## src/rtl/io_line_consts.svh

```systemverilog
// register map and reset values of the io line config block
// assumes a 32-bit apb slave, one aligned word per register
`ifndef IO_LINE_CONSTS_SVH
`define IO_LINE_CONSTS_SVH

// ---------------------------------------------------------------
// register byte offsets
// ---------------------------------------------------------------
`define OFS_OPEN_DRAIN_ENABLE   8'h00
`define OFS_OPEN_DRAIN_DISABLE  8'h04
`define OFS_OPEN_DRAIN_STATE    8'h08
`define OFS_PULLUP_DISABLE      8'h0C
`define OFS_PULLUP_ENABLE       8'h10
`define OFS_PULLUP_STATE        8'h14
`define OFS_FIRST_FUNC_SELECT   8'h18
`define OFS_SECOND_FUNC_SELECT  8'h1C
`define OFS_FUNC_ROUTING_STATE  8'h20
`define OFS_DIRECT_WR_ENABLE    8'h24
`define OFS_DIRECT_WR_DISABLE   8'h28
`define OFS_DIRECT_WR_STATE     8'h2C
`define OFS_OUTPUT_LEVEL        8'h30

// ---------------------------------------------------------------
// reset values
// ---------------------------------------------------------------
`define RST_OPEN_DRAIN    32'h0000_0000
`define RST_PULLUP_OFF    32'h0000_0000
`define RST_ROUTING       32'h0000_0000
`define RST_DIRECT_WR     32'h0000_0000
`define RST_OUTPUT_LEVEL  32'h0000_0000

`endif

```

## src/rtl/io_line_pkg.sv

```systemverilog
// types shared by the io line config block
// assumes the constants header is included where offsets are needed
package io_line_pkg;
	typedef logic [31:0] word_t;
	typedef enum logic [1:0]
	{
		ACC_IDLE  = 2'b00,
		ACC_WRITE = 2'b01,
		ACC_READ  = 2'b10
	} acc_t;
endpackage

```

## src/rtl/set_clear_bank.sv

```systemverilog
// one bank of per-line bits updated by a set word and a clear word
// assumes set and clear are one-cycle strobes from the same clock
`timescale 1ns/1ps
module set_clear_bank #(
	parameter int          WIDTH = 32,
	parameter logic [31:0] RESET = 32'h0000_0000
) (
	input  wire logic             sys_clk,
	input  wire logic             rstn,
	input  wire logic [WIDTH-1:0] setBits,
	input  wire logic [WIDTH-1:0] clearBits,
	output logic      [WIDTH-1:0] state
);
	wire logic [WIDTH-1:0] next_state;

	// set and clear never meet on one line: they come from different
	// register writes, or for the level bank from complementary masks of one
	// write, so the order of the terms is only a tie breaker
	assign next_state = (state & ~clearBits) | setBits;

	always_ff @(posedge sys_clk or negedge rstn)
	begin
		if (!rstn)
			state <= RESET[WIDTH-1:0];
		else
			state <= next_state;
	end
endmodule

```

## src/rtl/io_pad_drive.sv

```systemverilog
// per-line output driver: push-pull or open-drain per line
// assumes the pad resolves level from output value and enable
`timescale 1ns/1ps
module io_pad_drive #(
	parameter int LINES = 32
) (
	input  wire logic             sys_clk,
	input  wire logic             rstn,
	input  wire logic [LINES-1:0] level,
	input  wire logic [LINES-1:0] openDrain,
	output logic      [LINES-1:0] padOut,
	output logic      [LINES-1:0] padOe
);
	wire logic [LINES-1:0] next_padOe;

	assign next_padOe = ~openDrain | ~level;

	always_ff @(posedge sys_clk or negedge rstn)
	begin
		if (!rstn)
		begin
			padOut <= '0;
			padOe  <= '0;
		end
		else
		begin
			padOut <= level & ~openDrain;
			padOe  <= next_padOe;
		end
	end
endmodule

```

## src/rtl/io_line_config_registers.sv

```systemverilog
// per-line configuration of a 32-line parallel io port behind apb
// assumes one clock, async active-low reset, zero-wait apb master
//
// Overview of operation
// - a one written to open_drain_disable turns open-drain off on that line
// - with open-drain off the line is driven both high and low
// - with open-drain on the line is only pulled low, released when high
// - a one written to pullup_disable switches that line's pull-up off
// - a one written to pullup_enable switches that line's pull-up on
// - pullup_state reads zero for pull-up on, one for pull-up off
// - a one written to first_function_select routes line to function one
// - a one written to second_function_select routes line to function two
// - function_routing_state reads zero for function one, one for two
// - a one written to direct_write_enable lets level writes reach line
// - a one written to direct_write_disable blocks level writes to line
// - direct_write_state reads one where level writes reach the line
// - a one written to open_drain_enable turns open-drain on that line
// - output_level_register holds and reads back each line's drive level
`timescale 1ns/1ps
`include "io_line_consts.svh"
module io_line_config_registers #(
	parameter int LINES = 32
) (
	input  wire logic              sys_clk,
	input  wire logic              rstn,
	input  wire logic              psel,
	input  wire logic              penable,
	input  wire logic              pwrite,
	input  wire logic [7:0]        paddr,
	input  wire logic [31:0]       pwdata,
	output logic      [31:0]       prdata,
	output logic                   pready,
	output logic                   pslverr,
	output logic      [LINES-1:0]  padOut,
	output logic      [LINES-1:0]  padOe,
	output logic      [LINES-1:0]  pullupOn,
	output logic      [LINES-1:0]  secondFunction
);
	// ---------------------------------------------------------------
	// bus decode
	// ---------------------------------------------------------------
	// setup phase is answered one cycle later; pready is registered so
	// every access takes exactly two cycles (setup + one access cycle)
	wire logic                  setupPhase;
	wire logic                  wrStrobe;
	wire logic                  addrKnown;
	wire logic                  next_pready;
	wire logic                  next_pslverr;
	wire io_line_pkg::word_t    next_prdata;
	wire io_line_pkg::acc_t     access;
	wire logic [LINES-1:0]      wdata;

	function automatic logic wrHit(input logic [7:0] ofs,
		input logic [7:0] addr, input logic we);
		wrHit = we && (addr == ofs);
	endfunction

	assign setupPhase = psel && !penable;
	assign access     = !setupPhase ? io_line_pkg::ACC_IDLE :
		(pwrite ? io_line_pkg::ACC_WRITE : io_line_pkg::ACC_READ);
	// the write lands on the edge where pready is sampled high
	assign wrStrobe   = psel && penable && pready && pwrite;
	assign wdata      = pwdata[LINES-1:0];

	assign addrKnown = (paddr[1:0] == 2'b00) && (paddr <= `OFS_OUTPUT_LEVEL);

	// ---------------------------------------------------------------
	// per-line state banks
	// ---------------------------------------------------------------
	wire logic [LINES-1:0] odSet;
	wire logic [LINES-1:0] odClr;
	wire logic [LINES-1:0] puOffSet;
	wire logic [LINES-1:0] puOffClr;
	wire logic [LINES-1:0] rtSet;
	wire logic [LINES-1:0] rtClr;
	wire logic [LINES-1:0] dwSet;
	wire logic [LINES-1:0] dwClr;
	wire logic [LINES-1:0] lvSet;
	wire logic [LINES-1:0] lvClr;
	wire logic [LINES-1:0] openDrain;
	wire logic [LINES-1:0] pullupOff;
	wire logic [LINES-1:0] routing;
	wire logic [LINES-1:0] directWr;
	wire logic [LINES-1:0] level;
	wire logic             lvWrite;

	assign odSet = wrHit(`OFS_OPEN_DRAIN_ENABLE, paddr, wrStrobe)
		? wdata : '0;
	assign odClr = wrHit(`OFS_OPEN_DRAIN_DISABLE, paddr, wrStrobe)
		? wdata : '0;
	assign puOffSet = wrHit(`OFS_PULLUP_DISABLE, paddr, wrStrobe)
		? wdata : '0;
	assign puOffClr = wrHit(`OFS_PULLUP_ENABLE, paddr, wrStrobe)
		? wdata : '0;
	assign rtSet = wrHit(`OFS_SECOND_FUNC_SELECT, paddr, wrStrobe)
		? wdata : '0;
	assign rtClr = wrHit(`OFS_FIRST_FUNC_SELECT, paddr, wrStrobe)
		? wdata : '0;
	assign dwSet = wrHit(`OFS_DIRECT_WR_ENABLE, paddr, wrStrobe)
		? wdata : '0;
	assign dwClr = wrHit(`OFS_DIRECT_WR_DISABLE, paddr, wrStrobe)
		? wdata : '0;

	// a level write only touches lines whose direct write is enabled
	assign lvWrite = wrHit(`OFS_OUTPUT_LEVEL, paddr, wrStrobe);
	assign lvSet   = lvWrite ? (wdata & directWr) : '0;
	assign lvClr   = lvWrite ? (~wdata & directWr) : '0;

	set_clear_bank #(.WIDTH(LINES), .RESET(`RST_OPEN_DRAIN)) odBank
	(
		.sys_clk   (sys_clk),
		.rstn      (rstn),
		.setBits   (odSet),
		.clearBits (odClr),
		.state     (openDrain)
	);

	set_clear_bank #(.WIDTH(LINES), .RESET(`RST_PULLUP_OFF)) puBank
	(
		.sys_clk   (sys_clk),
		.rstn      (rstn),
		.setBits   (puOffSet),
		.clearBits (puOffClr),
		.state     (pullupOff)
	);

	set_clear_bank #(.WIDTH(LINES), .RESET(`RST_ROUTING)) rtBank
	(
		.sys_clk   (sys_clk),
		.rstn      (rstn),
		.setBits   (rtSet),
		.clearBits (rtClr),
		.state     (routing)
	);

	set_clear_bank #(.WIDTH(LINES), .RESET(`RST_DIRECT_WR)) dwBank
	(
		.sys_clk   (sys_clk),
		.rstn      (rstn),
		.setBits   (dwSet),
		.clearBits (dwClr),
		.state     (directWr)
	);

	set_clear_bank #(.WIDTH(LINES), .RESET(`RST_OUTPUT_LEVEL)) lvBank
	(
		.sys_clk   (sys_clk),
		.rstn      (rstn),
		.setBits   (lvSet),
		.clearBits (lvClr),
		.state     (level)
	);

	// ---------------------------------------------------------------
	// read mux
	// ---------------------------------------------------------------
	// write-only registers read as zero, no error; only holes error
	io_line_pkg::word_t rdWord;
	always_comb
	begin
		rdWord = 32'h0000_0000;
		case (paddr)
			`OFS_OPEN_DRAIN_STATE:   rdWord[LINES-1:0] = openDrain;
			`OFS_PULLUP_STATE:       rdWord[LINES-1:0] = pullupOff;
			`OFS_FUNC_ROUTING_STATE: rdWord[LINES-1:0] = routing;
			`OFS_DIRECT_WR_STATE:    rdWord[LINES-1:0] = directWr;
			`OFS_OUTPUT_LEVEL:       rdWord[LINES-1:0] = level;
			default:                 rdWord = 32'h0000_0000;
		endcase
	end

	assign next_pready  = (access != io_line_pkg::ACC_IDLE);
	assign next_pslverr = (access != io_line_pkg::ACC_IDLE) && !addrKnown;
	assign next_prdata  = (access == io_line_pkg::ACC_READ && addrKnown)
		? rdWord : 32'h0000_0000;

	always_ff @(posedge sys_clk or negedge rstn)
	begin
		if (!rstn)
		begin
			pready  <= 1'b0;
			pslverr <= 1'b0;
			prdata  <= 32'h0000_0000;
		end
		else
		begin
			pready  <= next_pready;
			pslverr <= next_pslverr;
			prdata  <= next_prdata;
		end
	end

	// ---------------------------------------------------------------
	// line outputs
	// ---------------------------------------------------------------
	io_pad_drive #(.LINES(LINES)) pads
	(
		.sys_clk   (sys_clk),
		.rstn      (rstn),
		.level     (level),
		.openDrain (openDrain),
		.padOut    (padOut),
		.padOe     (padOe)
	);

	// registered so the pad controls follow the state one cycle later
	always_ff @(posedge sys_clk or negedge rstn)
	begin
		if (!rstn)
		begin
			pullupOn       <= '1;
			secondFunction <= '0;
		end
		else
		begin
			pullupOn       <= ~pullupOff;
			secondFunction <= routing;
		end
	end
endmodule

```

## config.mk

```make
export PLATFORM = sky130hd
export DESIGN_NAME = io_line_config_registers
export DESIGN_NICKNAME = d
export VERILOG_FILES = /design/src/rtl/io_line_pkg.sv /design/src/rtl/set_clear_bank.sv /design/src/rtl/io_pad_drive.sv /design/src/rtl/io_line_config_registers.sv
export VERILOG_INCLUDE_DIRS = /design/src /design/src/rtl
export SDC_FILE = /design/constraint.sdc
export NUM_CORES = 1
export LEC_CHECK = 0
export BUFFER_PORTS_ARGS = -buffer_cell sky130_fd_sc_hd__buf_2
export CAP_MARGIN = 10
export CORE_MARGIN = 1
export CORE_UTILIZATION = 47
export DETAILED_ROUTE_END_ITERATION = 10
export PLACE_DENSITY = 0.7
export SETUP_SLACK_MARGIN = 0.05
export SYNTH_ARGS = -nofsm -noshare
export SYNTH_HDL_FRONTEND = slang
export SYNTH_SLANG_ARGS = --single-unit
```

## constraint.sdc

```tcl
create_clock -name sys_clk -period 4.6 [get_ports sys_clk]
set_clock_uncertainty 0.05 [all_clocks]
set_input_delay 0.69 -clock sys_clk [delete_from_list [all_inputs] [get_ports sys_clk]]
set_output_delay 0.69 -clock sys_clk [all_outputs]
set_load 0.1 [all_outputs]
```

Word-level counts from Yosys, hierarchy flattened
Cells that the tools add are included.
- magnitude comparators: 1
- eq/ne operators: 13
- mux-type cells: 14
- bitwise gates (word level): 23
- reduce and logical (&&, ||, !) cells: 21
- operators with widths (operator ; number):
    32-bit 2-to-1 mux ; 11
    32-bit NOT ; 9
    32-bit bitwise AND ; 8
    32-bit bitwise OR ; 6
    32-bit one-hot mux with 5 select lines ; 1
    8-bit by 6-bit equality test with 1-bit output (second input constant) ; 5
    8-bit by 5-bit equality test with 1-bit output (second input constant) ; 4
    8-bit by 4-bit equality test with 1-bit output (second input constant) ; 2
    1-bit logical AND ; 16
    8-bit by 3-bit equality test with 1-bit output (second input constant) ; 1
    8-bit by 6-bit <= comparator with 1-bit output (second input constant) ; 1
    8-bit logical NOT ; 1
    2-bit 2-to-1 mux ; 2
    2-bit equality test (second input constant) ; 1
    1-bit logical NOT ; 2
    2-bit logical NOT ; 1
    2-bit nonzero test ; 1
- flip-flop bits (word level): 322
- logic and storage cells: 84

Depth between registers and ports, before layout
- word-level depth: 8
- mapped depth: 7
- depth with buffers taken out: 4

Modules after synthesis
Synthesis repeated with hierarchy kept, for this count alone.
- cell total of the unflattened synthesis: 1376
- area, all modules: 14386.3 µm²
- modules (own cells, without submodules) (module ; instances ; cells each ; area an instance (µm²) ; sequential area each (µm²)):
    io_line_config_registers ; 1 ; 768 ; 6418.7 ; 2492.4
    set_clear_bank ; 5 ; 96 ; 1161.1 ; 800.8
    io_pad_drive ; 1 ; 128 ; 2162.1 ; 1601.5

Worst setup path after synthesis
OpenSTA, ideal clock, no wires.
- path type: register to register
- start point: reg pready
- end point: reg puBank.state[10]
- library setup time: 0.066 ns
- arrival: 2.405 ns
- setup slack: 2.079 ns
- stages on the path, launching flop included: 6
- buffers on the path: 1
- clock period less this slack: 2.521 ns
- cell sequence: dfrtp_1 nand4_2 or2_2 nor3_2 buf_2 a22o_1
- longest elaborated chain between the ends: 7
- elaborated cells on any way between the ends: 9
- those cells by class: 2 x mux; 3 x bitwise; 4 x reduce/logical
- ends and longest elaborated chain (element ; line ; source):
    from (decl) ; io_line_config_registers.sv:32 ; output logic pready,
    from (signal assigned) ; io_line_config_registers.sv:187 ; pready <= next_pready;
    1-bit logical AND (*) (2 in series) ; io_line_config_registers.sv:62 ; assign wrStrobe = psel && penable && pready && pwrite;
    1-bit logical AND ; io_line_config_registers.sv:55 ; wrHit = we && (addr == ofs);
    32-bit 2-to-1 mux ; io_line_config_registers.sv:93 ; assign puOffClr = wrHit(`OFS_PULLUP_ENABLE, paddr, wrStrobe)
    32-bit NOT ; set_clear_bank.sv:19 ; assign next_state = (state & ~clearBits) | setBits;
    32-bit bitwise AND ; set_clear_bank.sv:19 ;
    32-bit bitwise OR (*) ; set_clear_bank.sv:19 ;
    named net puBank.next_state[10] ; set_clear_bank.sv:14 ; wire logic [WIDTH-1:0] next_state;
    to (signal assigned) ; set_clear_bank.sv:24 ; state <= RESET[WIDTH-1:0];
    to (signal assigned) ; set_clear_bank.sv:26 ; state <= next_state;
    to (decl) ; set_clear_bank.sv:12 ; output logic [WIDTH-1:0] state
The timed path passes the listed nets; every way through them passes the cells marked *.

Worst setup path after layout
- start point: in paddr[5]
- end point: reg prdata[19]
- longest elaborated chain between the ends: 4
- elaborated cells on any way between the ends: 10
- those cells by class: 1 x order compare; 5 x eq/ne; 2 x mux; 2 x reduce/logical
- ends and longest elaborated chain (element ; line ; source):
    from (decl) ; io_line_config_registers.sv:29 ; input wire logic [7:0] paddr,
    8-bit by 6-bit <= comparator with 1-bit output (no source line) ; - ;
    1-bit logical AND ; io_line_config_registers.sv:65 ; assign addrKnown = (paddr[1:0] == 2'b00) && (paddr <= `OFS_OUTPUT_LEVEL);
    1-bit logical AND ; io_line_config_registers.sv:174 ; assign next_prdata = (access == io_line_pkg::ACC_READ && addrKnown)
    32-bit 2-to-1 mux (*) ; io_line_config_registers.sv:175 ; ? rdWord : 32'h0000_0000;
    named net next_prdata[19] ; io_line_config_registers.sv:49 ; wire io_line_pkg::word_t next_prdata;
    to (signal assigned) ; io_line_config_registers.sv:189 ; prdata <= next_prdata;
    to (decl) ; io_line_config_registers.sv:31 ; output logic [31:0] prdata,
Marked as above.

==> qor.yml <==
status: "finished clean"
synth_area_leaders: "dfrtp_1 57%, a22o_1 8.7%, dfstp_2 6.6%"
port_buffers: 206
synth_nets: 1133
post_cts_buffers: 0
p_sw_frac: 0.216
setup_viol: 0
synth_cell_types: 41
first_global_vias: 9202
critPathTopFamily: "simple AND/OR/NAND/NOR gates"
ant_nets: 0
grtUsageTotal: 0.242
period_share: 0.599
p_clk_frac: 0.495
fin_tns_setup_ns: 0
wire_per_inst_um: 20.4
nFillCells: 2197
cap_violations: 0
clock_path_buffers: 3
critPathRequiredTime_ns: 4.96
std_cell_rows: 60
topRoutingLayerUsed: "met5"
startpoint: "paddr[5]"
cts_max_level: 2
comb_power_share: 0.035
peakVddDrop_uv: 301
wl_met2_um: 15600
synth_area_leader_cell: "dfrtp_1"
crit_path_end_kind: "flop"
globalplace.congestion: 0.813
reg2reg_to: "puBank.state[29]"
crit_path_top_delay_cell: "nor2_4"
worstMarginPinSlew_ns: 1.13
rrSetupSlack_ns: 2.26
pwr-share-seq: 0.471
insertion_delay_ns: 0.50
gr-total-overflow: 0
fmax_mhz: 363
grt_pass1_wl_um: 52100
reg2reg_from: "pready"
initial_core_util: 0.477
internal-power_mw: 4.75
cp_cell_sequence: "buf_2 -> or3b_2 -> nor2_4 -> a22oi_1 -> a21oi_1"
syn_avg_cell_area_sq_um: 11.8
min_period_ns: 2.75
antenna_found_initial: 3
worstSetupPathDepth: 5
leakage_nw: 7.10
clkSlewWorstSetupHoldPaths_ns: 0.06
synth_ff_type: "dfrtp_1"
die_w_um: 167
viasPerCell: 5.53
critPathBufInv: 1
syn_to_final_growth_pct: 20.0
p_switching_mw: 1.31
ys_seq_area_frac: 0.631
syn_inst: 1088
dp_hpwl_um: 19400
cts_tree: "done"
finalHoldViolCount: 0
cts_root_buf: "clkbuf_16"
ys_warn_count: 0
drc: 0
hold-worst-slack_ns: 0.135
rr_worst_depth: 5
async_flop_share: 1.00
routedLengthMet1_um: 14600
fin_ws_ns: 1.85
grt_max_degree: 94
drt_iter0_drc: 682
synth_edf_count: 0
powerDensity_nw_per_um2: 393
setup.worst_path.end: "prdata[19]"
drive_gt1_frac: 0.311
netlist_area_sq_um: 12800
cts_resized: 0
slowest_delay_ns: 0.93
path_max_fanout: 33
hp-class: "input pin to async pin"
die_h_um: 167
post-place-ws_ns: 1.41
cts_buffers: 35
routed-via-count: 9011
core-area_sq_um: 26900
drtPass1Iterations: 5
io_pins: 207
path_class: "input pin to flop"
relSlewSlack: 0.247
drt-total-wl_um: 33300
die_area_sq_um: 28000
ys_ff_latch: 322
hold_buffers: 0
nNetsFinal: 1306
setup.worst_path.start_class: "input pin"
wl_met3_um: 2110
rsz0062_at_grt: "no"
drv_slew: 0
synth.top_cell.area_share: 0.566
cts_sinks: 322
crit_arrival_ns: 3.12
[stage by stage]
| step | instance area, sq um | utilization | instances | power, mW |
|---|---|---|---|---|
| 3_5_place_dp | 14100 | 0.526 | 1565 | 3.11 |
| 6_report | 15400 | 0.573 | 1630 | 6.05 |
| 5_1_grt | 15400 | 0.572 | 1628 | 6.23 |
| 2_1_floorplan | 12800 | - | 1088 | 3.00 |
| 3_3_place_gp | 14100 | 0.526 | 1565 | 3.11 |
| 4_1_cts | 15400 | 0.572 | 1628 | 6.10 |
[power by group through the flow]
stage	sequential, mW	clock (mW)	combinational, mW
final	2.85	2.99	0.211
after global routing	2.85	3.15	0.232
after CTS	2.85	3.04	0.214
after detailed placement	2.90	0	0.213
after global placement	2.90	0	0.209
after floorplan	2.92	0	0.0778
[Yosys cell counts (5+ instances only)]
| library cell | number |
|---|---|
| dfrtp_1 | 290 |
| nand2_1 | 194 |
| a22o_1 | 128 |
| inv_1 | 65 |
| nor3_1 | 59 |
| clkbuf_1 | 53 |
| nor2b_1 | 34 |
| buf_2 | 32 |
| dfstp_2 | 32 |
| mux2_2 | 31 |
| a22oi_1 | 30 |
| mux2_4 | 30 |
| a21oi_1 | 29 |
| o21ai_0 | 29 |
| nor2_1 | 8 |
| nor3_2 | 5 |
[cell usage in the layout (no fill, tap or decap), drive strengths merged, types with 2 or more instances in the layout]
cell type	netlist	layout
a21oi	29	29
a222oi	2	2
a22o	128	128
a22oi	30	30
a31oi	2	2
buf	39	228
bufinv	0	5
clkbuf	53	46
clkinv	0	11
dfrtp	290	290
dfstp	32	32
diode	0	2
inv	65	65
mux2	61	61
mux2i	2	2
nand2	194	194
nand2b	2	2
nand4	2	2
nor2	8	8
nor2b	34	34
nor3	65	65
nor4	5	5
o21ai	29	29
o32ai	2	2
or3	2	2
or3b	2	2
or4	2	2
[logic make-up (layout without fill, tap and decap cells)]
| logic type | after synthesis | after routing | share of synthesized area |
|---|---|---|---|
| DFF | 322 | 322 | 0.631 |
| and+or+nand+nor | 321 | 321 | 0.119 |
| AOI/OAI and AO/OA | 224 | 224 | 0.133 |
| buffers and inverters | 157 | 356 | 0.0511 |
| muxes | 64 | 64 | 0.0656 |
| other | 0 | 2 | 0 |
[layout make-up]
type | instances | area, sq um | share of cell area
Sequential cell | 322 | 8100 | 0.526
Inverter | 65 | 244 | 0.0159
Tap cell | 341 | 427 | 0.0277
Multi-Input combinational cell | 609 | 4130 | 0.269
Clock buffer | 46 | 1030 | 0.0669
Timing Repair Buffer | 228 | 1230 | 0.0800
Antenna cell | 2 | 5.00 | 0.000325
Clock inverter | 17 | 224 | 0.0146
[sequential cells by signal, summed over array words and instances (netlist names)]
signal,cells
dwBank.state,32
lvBank.state,32
odBank.state,32
pads.padOe,32
pads.padOut,32
prdata,32
pready,1
pslverr,1
puBank.state,32
pullupOn,32
rtBank.state,32
secondFunction,32
[how the worst min path moves through the flow]
stage	cells past startpoint	endpoint	startpoint	slack (ns)
detailed placement	1	pullupOn[25]	puBank.state[25]	0.34
finish	1	pads.padOe[7]	rstn	0.13
floorplan	0	secondFunction[0]	rtBank.state[0]	0.32
global route	1	pads.padOe[7]	rstn	0.19
CTS	1	pads.padOe[7]	rstn	0.16
global placement	1	pullupOn[19]	puBank.state[19]	0.34
[worst register-to-register path: cells and delay by family (launching register included)]
kind	cells	cell delay (ns)
AND/OR/NAND/NOR	3	1.19
AO/OA/AOI/OAI	1	0.26
buffers and inverters	1	0.42
flip-flops	1	0.36
[metal layers]
metal  GRT usage  up-vias
met4      0.0846        2
met5           0        -
li1            -     4081
met2       0.385      330
met1       0.335     4527
met3      0.0449       71
No activity file was read; power rests on OpenSTA's default activity.
